[src/common/lsd_pkg.sv]
// Shared constants and types for the LED sink shift/latch driver core
package lsd_pkg;

  localparam int CHANNELS = 16;
  localparam int AXI_AW = 8;
  localparam int AXI_DW = 32;

  // Register byte offsets
  localparam logic [7:0] OFS_CTRL = 8'h00;
  localparam logic [7:0] OFS_STATUS = 8'h04;
  localparam logic [7:0] OFS_SHIFT = 8'h08;
  localparam logic [7:0] OFS_LATCH = 8'h0C;
  localparam logic [7:0] OFS_FAULT_LOW = 8'h10;
  localparam logic [7:0] OFS_FAULT_HIGH = 8'h14;
  localparam logic [7:0] OFS_RESULT = 8'h18;

  // Field positions
  localparam int CTRL_FORCE_BLANK_BIT = 0;
  localparam int STATUS_SHUTDOWN_BIT = 0;
  localparam int STATUS_DETECT_BIT = 1;
  localparam int STATUS_DONE_BIT = 2;

  // Reset values
  localparam logic [31:0] CTRL_RESET = 32'h0000_0000;
  localparam logic [15:0] FAULT_RESET = 16'h0000;
  localparam logic [15:0] DATA_RESET = 16'h0000;

  // Response codes
  localparam logic [1:0] RESP_OKAY = 2'h0;
  localparam logic [1:0] RESP_SLVERR = 2'h2;

  // Mode sequences, first clock in bit 4, fifth clock in bit 0
  localparam logic [4:0] SEQ_ENTRY_A = 5'h02;
  localparam logic [4:0] SEQ_ENTRY_B = 5'h17;
  localparam logic [4:0] SEQ_RESUME_A = 5'h00;
  localparam logic [4:0] SEQ_RESUME_B = 5'h17;

  // Timing
  localparam int CLK_PERIOD_PS = 8000;
  localparam int DETECT_MIN_PS = 1000000;
  localparam int DETECT_CYC = (DETECT_MIN_PS + CLK_PERIOD_PS - 1) / CLK_PERIOD_PS;
  localparam int DETECT_CNT_W = 8;

  typedef enum logic {
    LSD_MODE_NORMAL = 1'b0,
    LSD_MODE_DETECT = 1'b1
  } lsd_mode_e;

endpackage

[src/design/lsd_sync.sv]
// Two-flop synchroniser for asynchronous pin levels
`timescale 1ns/10ps
module lsd_sync #(
  parameter int W = 1,
  parameter logic [W-1:0] RST_VAL = '0
) (
  input wire logic aclk,
  input wire logic aresetn,
  input wire logic [W-1:0] async_in,
  output logic [W-1:0] sync_out
);
  import lsd_pkg::*;

  logic [W-1:0] meta_reg;

  // First stage feeds only the second stage
  always_ff @(posedge aclk) begin
    if (!aresetn) begin
      meta_reg <= RST_VAL;
      sync_out <= RST_VAL;
    end else begin
      meta_reg <= async_in;
      sync_out <= meta_reg;
    end
  end

endmodule

[src/design/lsd_mode_seq.sv]
// Recognizer of the five-clock mode-change patterns on the two control pins
`timescale 1ns/10ps
module lsd_mode_seq (
  input wire logic aclk,
  input wire logic aresetn,
  input wire logic sample_en,
  input wire logic mode_ctrl_a,
  input wire logic mode_ctrl_b,
  output logic entry_hit,
  output logic resume_hit
);
  import lsd_pkg::*;

  logic [4:0] hist_a_reg;
  logic [4:0] hist_b_reg;
  logic [4:0] hist_a_next;
  logic [4:0] hist_b_next;

  assign hist_a_next = {hist_a_reg[3:0], mode_ctrl_a};
  assign hist_b_next = {hist_b_reg[3:0], mode_ctrl_b};

  // Sample both pins on every serial clock rise, check last five
  always_ff @(posedge aclk) begin
    if (!aresetn) begin
      hist_a_reg <= 5'h00;
      hist_b_reg <= 5'h00;
      entry_hit <= 1'b0;
      resume_hit <= 1'b0;
    end else if (sample_en) begin
      hist_a_reg <= hist_a_next;
      hist_b_reg <= hist_b_next;
      entry_hit <= (hist_a_next == SEQ_ENTRY_A) && (hist_b_next == SEQ_ENTRY_B);
      resume_hit <= (hist_a_next == SEQ_RESUME_A) && (hist_b_next == SEQ_RESUME_B);
    end else begin
      entry_hit <= 1'b0;
      resume_hit <= 1'b0;
    end
  end

endmodule

[src/design/lsd_core.sv]
// LED sink driver digital core: shift register, storage latch, blanking, detection, AXI4-Lite registers
// Functional notes
// - A 16-bit shift register feeds a separate 16-bit storage latch.
// - Each serial clock rise shifts in one bit; serial out is sixteen bits delayed. A rise in the same cycle as a detection load is dropped.
// - Newest bit drives channel 0, oldest channel 15; one means on.
// - Strobe low: the storage latch holds its contents.
// - Strobe high: the storage latch follows the shift register.
// - Strobe and output enable act on levels, not on clock edges.
// - Enable low: every channel shows its latch bit; a set software force bit keeps every channel off instead.
// - Enable high: every channel is off.
// - Undriven enable reads high, undriven strobe reads low.
// - Enable is active low and is the second mode control input.
// - Strobe is the first mode control input; both carry mode sequences.
// - Mode changes only on the dedicated pattern on the two pins.
// - Detection classifies outputs as short to ground, short to supply, or open; the result keeps no class, any low or high fault reads as zero.
// - Detection results load into the shift register and shift out serially.
// - All-zero latched data shuts down with outputs off; any one wakes it.
// - After power-up the device starts in shutdown.
//
// The implementer's own choices: the register addresses and the AXI4-Lite slave port.
`timescale 1ns/10ps
module lsd_core (
  input wire logic aclk,
  input wire logic aresetn,
  input wire logic [lsd_pkg::AXI_AW-1:0] s_axi_awaddr,
  input wire logic [2:0] s_axi_awprot,
  input wire logic s_axi_awvalid,
  output logic s_axi_awready,
  input wire logic [lsd_pkg::AXI_DW-1:0] s_axi_wdata,
  input wire logic [3:0] s_axi_wstrb,
  input wire logic s_axi_wvalid,
  output logic s_axi_wready,
  output logic [1:0] s_axi_bresp,
  output logic s_axi_bvalid,
  input wire logic s_axi_bready,
  input wire logic [lsd_pkg::AXI_AW-1:0] s_axi_araddr,
  input wire logic [2:0] s_axi_arprot,
  input wire logic s_axi_arvalid,
  output logic s_axi_arready,
  output logic [lsd_pkg::AXI_DW-1:0] s_axi_rdata,
  output logic [1:0] s_axi_rresp,
  output logic s_axi_rvalid,
  input wire logic s_axi_rready,
  input wire logic serial_clk,
  input wire logic serial_in,
  input wire logic latch_strobe_mode_a,
  input wire logic latch_strobe_driven,
  input wire logic output_blank_n_mode_b,
  input wire logic output_blank_driven,
  output logic serial_out,
  output logic [lsd_pkg::CHANNELS-1:0] sink_channel,
  output logic shutdown_state,
  output logic detect_mode
);
  import lsd_pkg::*;

  // Pin side
  logic strobe_pin;
  logic blank_n_pin;
  logic [3:0] pins_sync;
  logic sclk_s;
  logic sdin_s;
  logic mode_ctrl_a;
  logic mode_ctrl_b;
  logic sclk_prev_reg;
  logic sclk_rise;
  logic entry_hit;
  logic resume_hit;

  // Core state
  logic [CHANNELS-1:0] shift_reg;
  logic [CHANNELS-1:0] latch_reg;
  logic [CHANNELS-1:0] result_reg;
  lsd_mode_e mode_reg;
  logic [DETECT_CNT_W-1:0] detect_cnt_reg;
  logic detect_done_reg;
  logic detect_load;

  // Registers
  logic [31:0] ctrl_reg;
  logic [CHANNELS-1:0] fault_low_reg;
  logic [CHANNELS-1:0] fault_high_reg;

  // AXI state
  logic aw_have_reg;
  logic w_have_reg;
  logic [AXI_AW-1:0] aw_addr_reg;
  logic [31:0] w_data_reg;
  logic [3:0] w_strb_reg;
  logic wr_fire;

  function automatic logic addr_mapped(input logic [AXI_AW-1:0] a);
    addr_mapped = (a == OFS_CTRL) || (a == OFS_STATUS) || (a == OFS_SHIFT) || (a == OFS_LATCH)
      || (a == OFS_FAULT_LOW) || (a == OFS_FAULT_HIGH) || (a == OFS_RESULT);
  endfunction

  function automatic logic [31:0] merge_strb(input logic [31:0] old, input logic [31:0] nw,
                                             input logic [3:0] strb);
    logic [31:0] res;
    res = old;
    for (int i = 0; i < 4; i++) begin
      if (strb[i]) begin
        res[i*8 +: 8] = nw[i*8 +: 8];
      end
    end
    merge_strb = res;
  endfunction

  // Strobe and enable act about three cycles after the pin, the price of synchronising them
  // An undriven pin settles to its internal pull level
  assign strobe_pin = latch_strobe_driven ? latch_strobe_mode_a : 1'b0;
  assign blank_n_pin = output_blank_driven ? output_blank_n_mode_b : 1'b1;

  lsd_sync #(
    .W(4),
    .RST_VAL(4'h4)
  ) u_pin_sync (
    .aclk(aclk),
    .aresetn(aresetn),
    .async_in({serial_clk, blank_n_pin, strobe_pin, serial_in}),
    .sync_out(pins_sync)
  );

  assign sdin_s = pins_sync[0];
  assign mode_ctrl_a = pins_sync[1];
  assign mode_ctrl_b = pins_sync[2];
  assign sclk_s = pins_sync[3];

  always_ff @(posedge aclk) begin
    if (!aresetn) begin
      sclk_prev_reg <= 1'b0;
    end else begin
      sclk_prev_reg <= sclk_s;
    end
  end

  // Rising edge of the synchronised serial clock, found against its value one system cycle earlier
  assign sclk_rise = sclk_s && !sclk_prev_reg;

  lsd_mode_seq u_mode_seq (
    .aclk(aclk),
    .aresetn(aresetn),
    .sample_en(sclk_rise),
    .mode_ctrl_a(mode_ctrl_a),
    .mode_ctrl_b(mode_ctrl_b),
    .entry_hit(entry_hit),
    .resume_hit(resume_hit)
  );

  // Patterns only count in the opposite mode, so repeats are ignored
  always_ff @(posedge aclk) begin
    if (!aresetn) begin
      mode_reg <= LSD_MODE_NORMAL;
    end else begin
      unique case (mode_reg)
        LSD_MODE_NORMAL: begin
          if (entry_hit) begin
            mode_reg <= LSD_MODE_DETECT;
          end
        end
        LSD_MODE_DETECT: begin
          if (resume_hit) begin
            mode_reg <= LSD_MODE_NORMAL;
          end
        end
      endcase
    end
  end

  // Detection window: enable held low long enough while in detect mode
  // The count saturates, so the host may hold the enable low far past the minimum
  always_ff @(posedge aclk) begin
    if (!aresetn) begin
      detect_cnt_reg <= '0;
    end else if (mode_reg != LSD_MODE_DETECT || mode_ctrl_b) begin
      detect_cnt_reg <= '0;
    end else if (detect_cnt_reg < DETECT_CNT_W'(DETECT_CYC)) begin
      detect_cnt_reg <= detect_cnt_reg + 1'b1;
    end
  end

  // Results are handed over when the host returns the enable high
  assign detect_load = (mode_reg == LSD_MODE_DETECT) && mode_ctrl_b
    && (detect_cnt_reg == DETECT_CNT_W'(DETECT_CYC));

  always_ff @(posedge aclk) begin
    if (!aresetn) begin
      result_reg <= DATA_RESET;
      detect_done_reg <= 1'b0;
    end else if (detect_load) begin
      // Undriven channels and either fault class, low or high, read as zero
      result_reg <= latch_reg & ~(fault_low_reg | fault_high_reg);
      detect_done_reg <= 1'b1;
    end else if (entry_hit && mode_reg == LSD_MODE_NORMAL) begin
      detect_done_reg <= 1'b0;
    end
  end

  // A detection load outranks a serial clock edge in the same cycle
  always_ff @(posedge aclk) begin
    if (!aresetn) begin
      shift_reg <= DATA_RESET;
    end else if (detect_load) begin
      shift_reg <= latch_reg & ~(fault_low_reg | fault_high_reg);
    end else if (sclk_rise) begin
      shift_reg <= {shift_reg[CHANNELS-2:0], sdin_s};
    end
  end

  assign serial_out = shift_reg[CHANNELS-1];

  // Level-driven latch, refreshed every cycle while the strobe is high
  always_ff @(posedge aclk) begin
    if (!aresetn) begin
      latch_reg <= DATA_RESET;
    end else if (mode_ctrl_a) begin
      latch_reg <= shift_reg;
    end else begin
      latch_reg <= latch_reg;
    end
  end

  // Shutdown trails the latch by a cycle; harmless, as an all-zero latch already darkens every channel
  always_ff @(posedge aclk) begin
    if (!aresetn) begin
      shutdown_state <= 1'b1;
    end else begin
      shutdown_state <= (latch_reg == DATA_RESET);
    end
  end

  // Blanking pin, shutdown and the software force each win over the latch
  always_ff @(posedge aclk) begin
    if (!aresetn) begin
      sink_channel <= DATA_RESET;
    end else if (mode_ctrl_b || shutdown_state || ctrl_reg[CTRL_FORCE_BLANK_BIT]) begin
      sink_channel <= DATA_RESET;
    end else begin
      sink_channel <= latch_reg;
    end
  end

  // Registered copy so the mode port comes straight from a flip-flop
  always_ff @(posedge aclk) begin
    if (!aresetn) begin
      detect_mode <= 1'b0;
    end else begin
      detect_mode <= (mode_reg == LSD_MODE_DETECT);
    end
  end

  // AXI4-Lite write side: address and data taken in either order
  assign wr_fire = aw_have_reg && w_have_reg && !s_axi_bvalid;

  always_ff @(posedge aclk) begin
    if (!aresetn) begin
      aw_have_reg <= 1'b0;
      aw_addr_reg <= '0;
    end else if (s_axi_awvalid && s_axi_awready) begin
      aw_have_reg <= 1'b1;
      aw_addr_reg <= s_axi_awaddr;
    end else if (wr_fire) begin
      aw_have_reg <= 1'b0;
    end
  end

  always_ff @(posedge aclk) begin
    if (!aresetn) begin
      w_have_reg <= 1'b0;
      w_data_reg <= '0;
      w_strb_reg <= 4'h0;
    end else if (s_axi_wvalid && s_axi_wready) begin
      w_have_reg <= 1'b1;
      w_data_reg <= s_axi_wdata;
      w_strb_reg <= s_axi_wstrb;
    end else if (wr_fire) begin
      w_have_reg <= 1'b0;
    end
  end

  // A held address or data word blocks the next one until the write has been carried out
  assign s_axi_awready = !aw_have_reg;
  assign s_axi_wready = !w_have_reg;

  always_ff @(posedge aclk) begin
    if (!aresetn) begin
      ctrl_reg <= CTRL_RESET;
      fault_low_reg <= FAULT_RESET;
      fault_high_reg <= FAULT_RESET;
    end else if (wr_fire) begin
      if (aw_addr_reg == OFS_CTRL) begin
        ctrl_reg <= merge_strb(ctrl_reg, w_data_reg, w_strb_reg) & 32'h0000_0001;
      end
      // Fault bits stand in for the per-channel comparators of the output stage
      if (aw_addr_reg == OFS_FAULT_LOW) begin
        fault_low_reg <= 16'(merge_strb({16'h0000, fault_low_reg}, w_data_reg, w_strb_reg));
      end
      if (aw_addr_reg == OFS_FAULT_HIGH) begin
        fault_high_reg <= 16'(merge_strb({16'h0000, fault_high_reg}, w_data_reg, w_strb_reg));
      end
    end
  end

  always_ff @(posedge aclk) begin
    if (!aresetn) begin
      s_axi_bvalid <= 1'b0;
      s_axi_bresp <= RESP_OKAY;
    end else if (wr_fire) begin
      s_axi_bvalid <= 1'b1;
      s_axi_bresp <= addr_mapped(aw_addr_reg) ? RESP_OKAY : RESP_SLVERR;
    end else if (s_axi_bready) begin
      s_axi_bvalid <= 1'b0;
    end
  end

  // Read side: one outstanding read, answer one cycle after address
  assign s_axi_arready = !s_axi_rvalid;

  always_ff @(posedge aclk) begin
    if (!aresetn) begin
      s_axi_rvalid <= 1'b0;
      s_axi_rdata <= '0;
      s_axi_rresp <= RESP_OKAY;
    end else if (s_axi_arvalid && s_axi_arready) begin
      s_axi_rvalid <= 1'b1;
      s_axi_rresp <= addr_mapped(s_axi_araddr) ? RESP_OKAY : RESP_SLVERR;
      unique case (s_axi_araddr)
        OFS_CTRL: s_axi_rdata <= ctrl_reg;
        OFS_STATUS: s_axi_rdata <= {29'h0, detect_done_reg, detect_mode, shutdown_state};
        OFS_SHIFT: s_axi_rdata <= {16'h0000, shift_reg};
        OFS_LATCH: s_axi_rdata <= {16'h0000, latch_reg};
        OFS_FAULT_LOW: s_axi_rdata <= {16'h0000, fault_low_reg};
        OFS_FAULT_HIGH: s_axi_rdata <= {16'h0000, fault_high_reg};
        OFS_RESULT: s_axi_rdata <= {16'h0000, result_reg};
        default: s_axi_rdata <= 32'h0000_0000;
      endcase
    end else if (s_axi_rready) begin
      s_axi_rvalid <= 1'b0;
    end
  end

endmodule

[config.mk]
export PLATFORM = sky130hd
export DESIGN_NAME = lsd_core
export DESIGN_NICKNAME = d
export VERILOG_FILES = /design/src/common/lsd_pkg.sv /design/src/design/lsd_sync.sv /design/src/design/lsd_mode_seq.sv /design/src/design/lsd_core.sv
export SDC_FILE = /design/constraint.sdc
export NUM_CORES = 1
export LEC_CHECK = 0
export ABC_AREA = 1
export BUFFER_PORTS_ARGS = -buffer_cell sky130_fd_sc_hd__buf_2
export CAP_MARGIN = 20
export CORE_AREA = 2 2 90 156
export CTS_CLUSTER_DIAMETER = 80
export DETAILED_ROUTE_END_ITERATION = 16
export DIE_AREA = 0 0 92 158
export PLACE_DENSITY = 0.87
export SLEW_MARGIN = 40
export SYNTH_ARGS = -nofsm -noshare
export SYNTH_HDL_FRONTEND = slang
export SYNTH_SLANG_ARGS = --single-unit
[constraint.sdc]
create_clock -name aclk -period 1.9 [get_ports aclk]
set_input_delay 0.095 -clock aclk [delete_from_list [all_inputs] [get_ports aclk]]
set_output_delay 0.095 -clock aclk [all_outputs]
set_load 0.01 [all_outputs]
==> results.yml, run 1 <==
route:
  first_pass_iters: 6
  ant_nets: 0
  drtIter0Drc: 527
  wire_per_inst_um: 15.2
  dr_total_vias: 7004
  viasPerCell: 5.56
  route.detailed.drc: 0
  routed_wl_um: 19100
synthesis:
  synth-seq-cells: 176
  yosysTopAreaCell: "dfxtp_1"
  synth-adder-area-share_pct: 0.515
  ys.flop_type: "dfxtp_1"
  muxShareOfSynthArea_pct: 0
  yosysWarnings: 0
  synthSimpleGateAreaFrac_pct: 26.0
  async_flop_share_pct: 0
  seq_area_frac_synth_pct: 48.4
  synth_xor_area_share_pct: 0.361
  synth_top_family_by_area: "simple AND/OR/NAND/NOR gates"
  yosysUniqueCellTypes: 39
  synth_area_leaders: "dfxtp_1, nand3_1, nand2_1"
  synth_edf_count: 0
  synth_compound_area_share_pct: 15.2
  syn-cell-area_um2: 7280
  synth_commonest_cells: "dfxtp_1, nand2_1, nand3_1, nor2_1, a21oi_1"
  synth.most_common_cell: "dfxtp_1"
  synth_top_area_share_pct: 48.4
  synth.avg_cell_area_um2: 7.61
  syn_inst: 957
global_route:
  grtUsageMet2_pct: 47.5
  busiest_layer: "met2"
  grt_use_total_pct: 26.6
  grt_use_met1_pct: 27.4
  grt_overflow: 0
  antenna_found_initial: 0
  grt_max_degree: 34
  grt_pass1_vias: 6724
  grt_pass1_wl_um: 30900
  gr-usage-met3_pct: 6.00
floorplan:
  die_w_um: 92
  dieArea_um2: 14500
  start_util_pct: 54.7
  die_h_um: 158
  rows: 56
  core_area_um2: 13300
  io_pins: 131
sta:
  finClkSkew_ns: 0.0113
  tightestPinTransition_ns: 0.650
  min_period_ns: 1.73
  relSlewSlack_pct: 56.6
  grt_setup_unrepaired: "no"
  worst_slack_ns: 0.169
  max_freq_mhz: 578
  drv_slew: 0
  period_share_pct: 91.1
  fin_tns_setup_ns: 0
  finalHoldViolCount: 0
  finalSetupViolCount: 0
placed_design:
  hpwlAfterDp_um: 12900
  place_inst: 1190
  port_buffers: 88
  gp_congestion: 0.928
  dpl_worst_slack_ns: 0.207
critical_path:
  cp.arrival_ns: 2.04
  worst_r2r_endpoint: "fault_high_reg[8]"
  path_common_cell: "inv_2"
  r2r_slack_ns: 0.17
  cp-end-kind: "flop"
  cp_slowest_cell: "dfxtp_1"
  worst-path-buf-inv: 2
  cp_slowest_stage_delay_ns: 0.35
  reg2reg_depth: 7
  required_ns: 2.21
  critPathKind: "reg2reg"
  worst_setup_path_start_kind: "flop"
  cp_max_fo: 14
  r2r_start: "w_have_reg"
  crit_chain: "inv_2 -> nor3_2 -> inv_2 -> nor2_4 -> nand2_2 -> o21ai_0 -> a21oi_1"
  crit_family: "simple AND/OR/NAND/NOR gates"
power:
  power_density_nw_per_um2: 907
  vdd_drop_max_mv: 0.649
  leakage_nw: 3.61
  finalPower_mw: 7.98
layout:
  area_growth_pct: 20.9
  final_cells: 1260
  fin_util_pct: 66.1
  drive_above_1_share_pct: 15.7
  diodes: 0
  nets: 1147
clock_tree:
  hold_buffers: 38
  clock_latency_ns: 0.43
  cts_resized: 0
  cts_sinks: 176
  cts_buffers: 17
  cts_buffer_depth: 2
  cts_max_level: 4
  clockRootBuffer: "clkbuf_16"
  cts_tree: "yes"
  cts_setup_buffers: 0
  clkSlewWorstSetupHoldPaths_ns: 0.07
min_path:
  whs_path_depth: 5
  hp-start: "s_axi_araddr[0]"
  min_path_type: "in2reg"
  min_to: "s_axi_rresp[1]"
job:
  cap_viol_max_count: 0
outcome:
  outcome: "completed"
-- cells by family (layout without fill, tap and decap cells) --
group           count (synthesis)  after routing
simple gates                  411            411
compound gates                213            213
flops                         176            176
buf+inv                       150            262
fa+ha+maj                       3              3
xor+xnor                        3              3
other cells                     1             18
-- worst max-delay path by stage --
stage / to / cells past startpoint / start / slack [ns]
finish: fault_high_reg[8] / 7 / w_have_reg / 0.17
global placement: fault_high_reg[15] / 7 / w_have_reg / 0.28
global route: shift_reg[0] / 9 / detect_cnt_reg[1] / 0.08
detailed placement: fault_high_reg[8] / 7 / w_have_reg / 0.21
CTS: fault_high_reg[8] / 7 / w_have_reg / 0.19
floorplan: shift_reg[11] / 8 / detect_cnt_reg[1] / 0.51
-- through the flow --
stage	hold WS [ns]	area [µm²]
CTS	0.0959	8800
global placement	0.269	7810
floorplan	0.164	7350
detailed placement	0.266	7810
finish	0.106	8800
global route	0.138	8800
-- layout make-up --
type | count | area [µm²]
Inverter | 82 | 310
Multi-Input combinational cell | 648 | 3130
Sequential cell | 176 | 3520
Timing Repair Buffer | 148 | 1010
Clock buffer | 18 | 429
Tap cell | 174 | 218
Clock inverter | 14 | 181
Fill cell | 1116 | 4510
-- where the power goes --
part | total [mW] | switching (mW) | internal (mW)
clock network | 3.60 | 1.51 | 2.09
registers | 3.84 | 0.0672 | 3.78
logic | 0.540 | 0.334 | 0.206
total | 7.98 | 1.91 | 6.08
-- worst min-delay path: stages --
cell and delay, ns:
buf_2 0.09, inv_1 0.08, nand3_1 0.08, nand3_1 0.08
a21oi_1 0.06
-- metal layers --
| metal | part of all wire [%] | routed length [µm] |
|---|---|---|
| met1 | 36 | 6950 |
| met2 | 51 | 9680 |
| met3 | 7.0 | 1340 |
| met4 | 6.0 | 1140 |
| met5 | 0 | 0 |
-- cell usage in the layout (no fill, tap or decap), types with 2 or more instances in the layout --
master / Yosys / final
dfxtp_1: 176 / 176
nand2_1: 132 / 132
nand3_1: 118 / 118
nor2_1: 103 / 103
a21oi_1: 89 / 89
buf_2: 13 / 88
o21ai_0: 82 / 82
inv_1: 78 / 77
dlygate4sd3_1: 0 / 38
nor3_1: 27 / 27
o21ai_1: 20 / 20
buf_4: 24 / 20
conb_1: 1 / 18
clkbuf_16: 0 / 17
a31oi_1: 16 / 16
nor2_4: 7 / 7
inv_2: 3 / 4
nor2_2: 4 / 4
nand2_2: 4 / 4
nor4_1: 3 / 3
ha_1: 3 / 3
bufinv_16: 0 / 3
clkinv_4: 0 / 3
inv_6: 0 / 3
clkinvlp_4: 0 / 3
nor3_4: 2 / 2
xor2_1: 2 / 2
nor3b_1: 2 / 2
a211oi_1: 2 / 2
or2_2: 2 / 2
nand4_1: 2 / 2
buf_12: 0 / 2
Power figures use the tool's default switching activity.
==> run 2, diff against run 1 <==
--- a/config.mk
+++ b/config.mk
@@ -8,11 +8,11 @@
 export ABC_AREA = 1
 export BUFFER_PORTS_ARGS = -buffer_cell sky130_fd_sc_hd__buf_2
 export CAP_MARGIN = 20
-export CORE_AREA = 2 2 90 156
+export CORE_AREA = 2 2 95 165
 export CTS_CLUSTER_DIAMETER = 80
 export DETAILED_ROUTE_END_ITERATION = 16
-export DIE_AREA = 0 0 92 158
-export PLACE_DENSITY = 0.87
+export DIE_AREA = 0 0 97 167
+export PLACE_DENSITY = 0.79
 export SLEW_MARGIN = 40
 export SYNTH_ARGS = -nofsm -noshare
 export SYNTH_HDL_FRONTEND = slang
==> results.yml, run 2 (synthesized netlist as in run 1, its figures left out) <==
sta:
  relSlewSlack_pct: 56.2
  period_share_pct: 90.0
  drv_slew: 0
  finalHoldViolCount: 0
  fin_tns_setup_ns: 0
  min_period_ns: 1.71
  finClkSkew_ns: 0.0135
  holdWs_ns: 0.00527
  grt_setup_unrepaired: "no"
  worst_slack_ns: 0.190
  max_freq_mhz: 585
  finalSetupViolCount: 0
  tightestPinTransition_ns: 0.657
critical_path:
  cp_slowest_stage_delay_ns: 0.37
  crit_family: "simple AND/OR/NAND/NOR gates"
  cp-end-kind: "flop"
  worst-path-buf-inv: 2
  critPathKind: "reg2reg"
  cp_slowest_cell: "nor2_4"
  required_ns: 2.23
  cp_max_fo: 16
  worst_setup_path_start_kind: "flop"
  crit_chain: "inv_1 -> ha_1 -> nand3_1 -> nor2_1 -> nand2_2 -> inv_4 -> nor2_4 -> nand2_1 -> a31oi_1"
  cp.arrival_ns: 2.04
floorplan:
  dieArea_um2: 16200
  core_area_um2: 14800
  start_util_pct: 49.1
  die_w_um: 97
  die_h_um: 167
  io_pins: 131
  rows: 59
route:
  dr_total_vias: 6758
  ant_nets: 0
  routed_wl_um: 18800
  viasPerCell: 5.35
  first_pass_iters: 5
  wire_per_inst_um: 14.9
  route.detailed.drc: 0
  drtIter0Drc: 405
global_route:
  grt_max_degree: 39
  antenna_found_initial: 0
  grt_pass1_vias: 6328
  grt_use_total_pct: 23.2
  grt_overflow: 0
  grt_pass1_wl_um: 30700
clock_tree:
  clock_latency_ns: 0.43
  clockRootBuffer: "clkbuf_16"
  clkSlewWorstSetupHoldPaths_ns: 0.06
  cts_buffers: 17
  cts_tree: "yes"
  cts_max_level: 4
  cts_sinks: 176
  cts_buffer_depth: 2
  cts_resized: 0
placed_design:
  place_area_um2: 7800
  place_inst: 1196
  gp_congestion: 0.858
  hpwlAfterDp_um: 12900
  port_buffers: 88
  dpl_worst_slack_ns: 0.281
layout:
  drive_above_1_share_pct: 15.3
  final_cells: 1263
  final_common_cell: "dfxtp_1"
  fin_util_pct: 58.7
  final_area_um2: 8700
  nets: 1141
  layout_common_cells: "dfxtp_1, nand2_1, nand3_1"
  area_growth_pct: 19.5
  diodes: 0
power:
  leakage_nw: 3.56
  power_density_nw_per_um2: 880
  vdd_drop_max_mv: 0.544
  finalPower_mw: 7.66
outcome:
  outcome: "completed"
job:
  cap_viol_max_count: 0
min_path:
  min_path_type: "in2reg"
## run 2: layer usage
| layer | global-route usage, % | routed length [µm] | vias up | part of all wire [%] |
|---|---|---|---|---|
| li1 | - | - | 3363 | - |
| met1 | 25.5 | 7330 | 3090 | 39 |
| met2 | 42.9 | 9880 | 264 | 53 |
| met3 | 4.74 | 1060 | 41 | 5.6 |
| met4 | 9.49 | 535 | 0 | 2.8 |
| met5 | 0 | 0 | - | 0 |
## run 2: layout make-up
type | count | area [µm²]
Sequential cell | 176 | 3520
Clock inverter | 9 | 85.1
Timing Repair Buffer | 142 | 958
Multi-Input combinational cell | 648 | 3130
Fill cell | 1367 | 6130
Tap cell | 183 | 229
Clock buffer | 23 | 468
Inverter | 82 | 310
## run 2: power by group
group,leakage (nW),switching [mW],internal (mW)
sequential,1.43,0.0641,3.78
combinational,1.86,0.333,0.200
clock,0.263,1.41,1.87
## run 2: timing repair
item	4_1_cts	5_1_grt
hold buffers	35	0
setup buffers	0	0
endpoints found under the hold margin	33	0
## run 2: worst paths after layout
| kind | end | slack [ns] | startpoint | depth (start not counted) |
|---|---|---|---|---|
| hold / removal | s_axi_rvalid | 0.005 | s_axi_rready | 3 |
| setup / recovery | shift_reg[7] | 0.19 | detect_cnt_reg[1] | 9 |
| hold reg to reg | mode_reg | 0.42 | u_mode_seq.resume_hit | 1 |
| setup reg to reg | shift_reg[7] | 0.19 | detect_cnt_reg[1] | 9 |
## run 2: worst reg2reg max path, stage by stage, from the launching register on
cell and delay, ns:
dfxtp_1 0.35, inv_1 0.10, ha_1 0.19, nand3_1 0.08
nor2_1 0.05, nand2_2 0.10, inv_4 0.08, nor2_4 0.38
nand2_1 0.12, a31oi_1 0.18
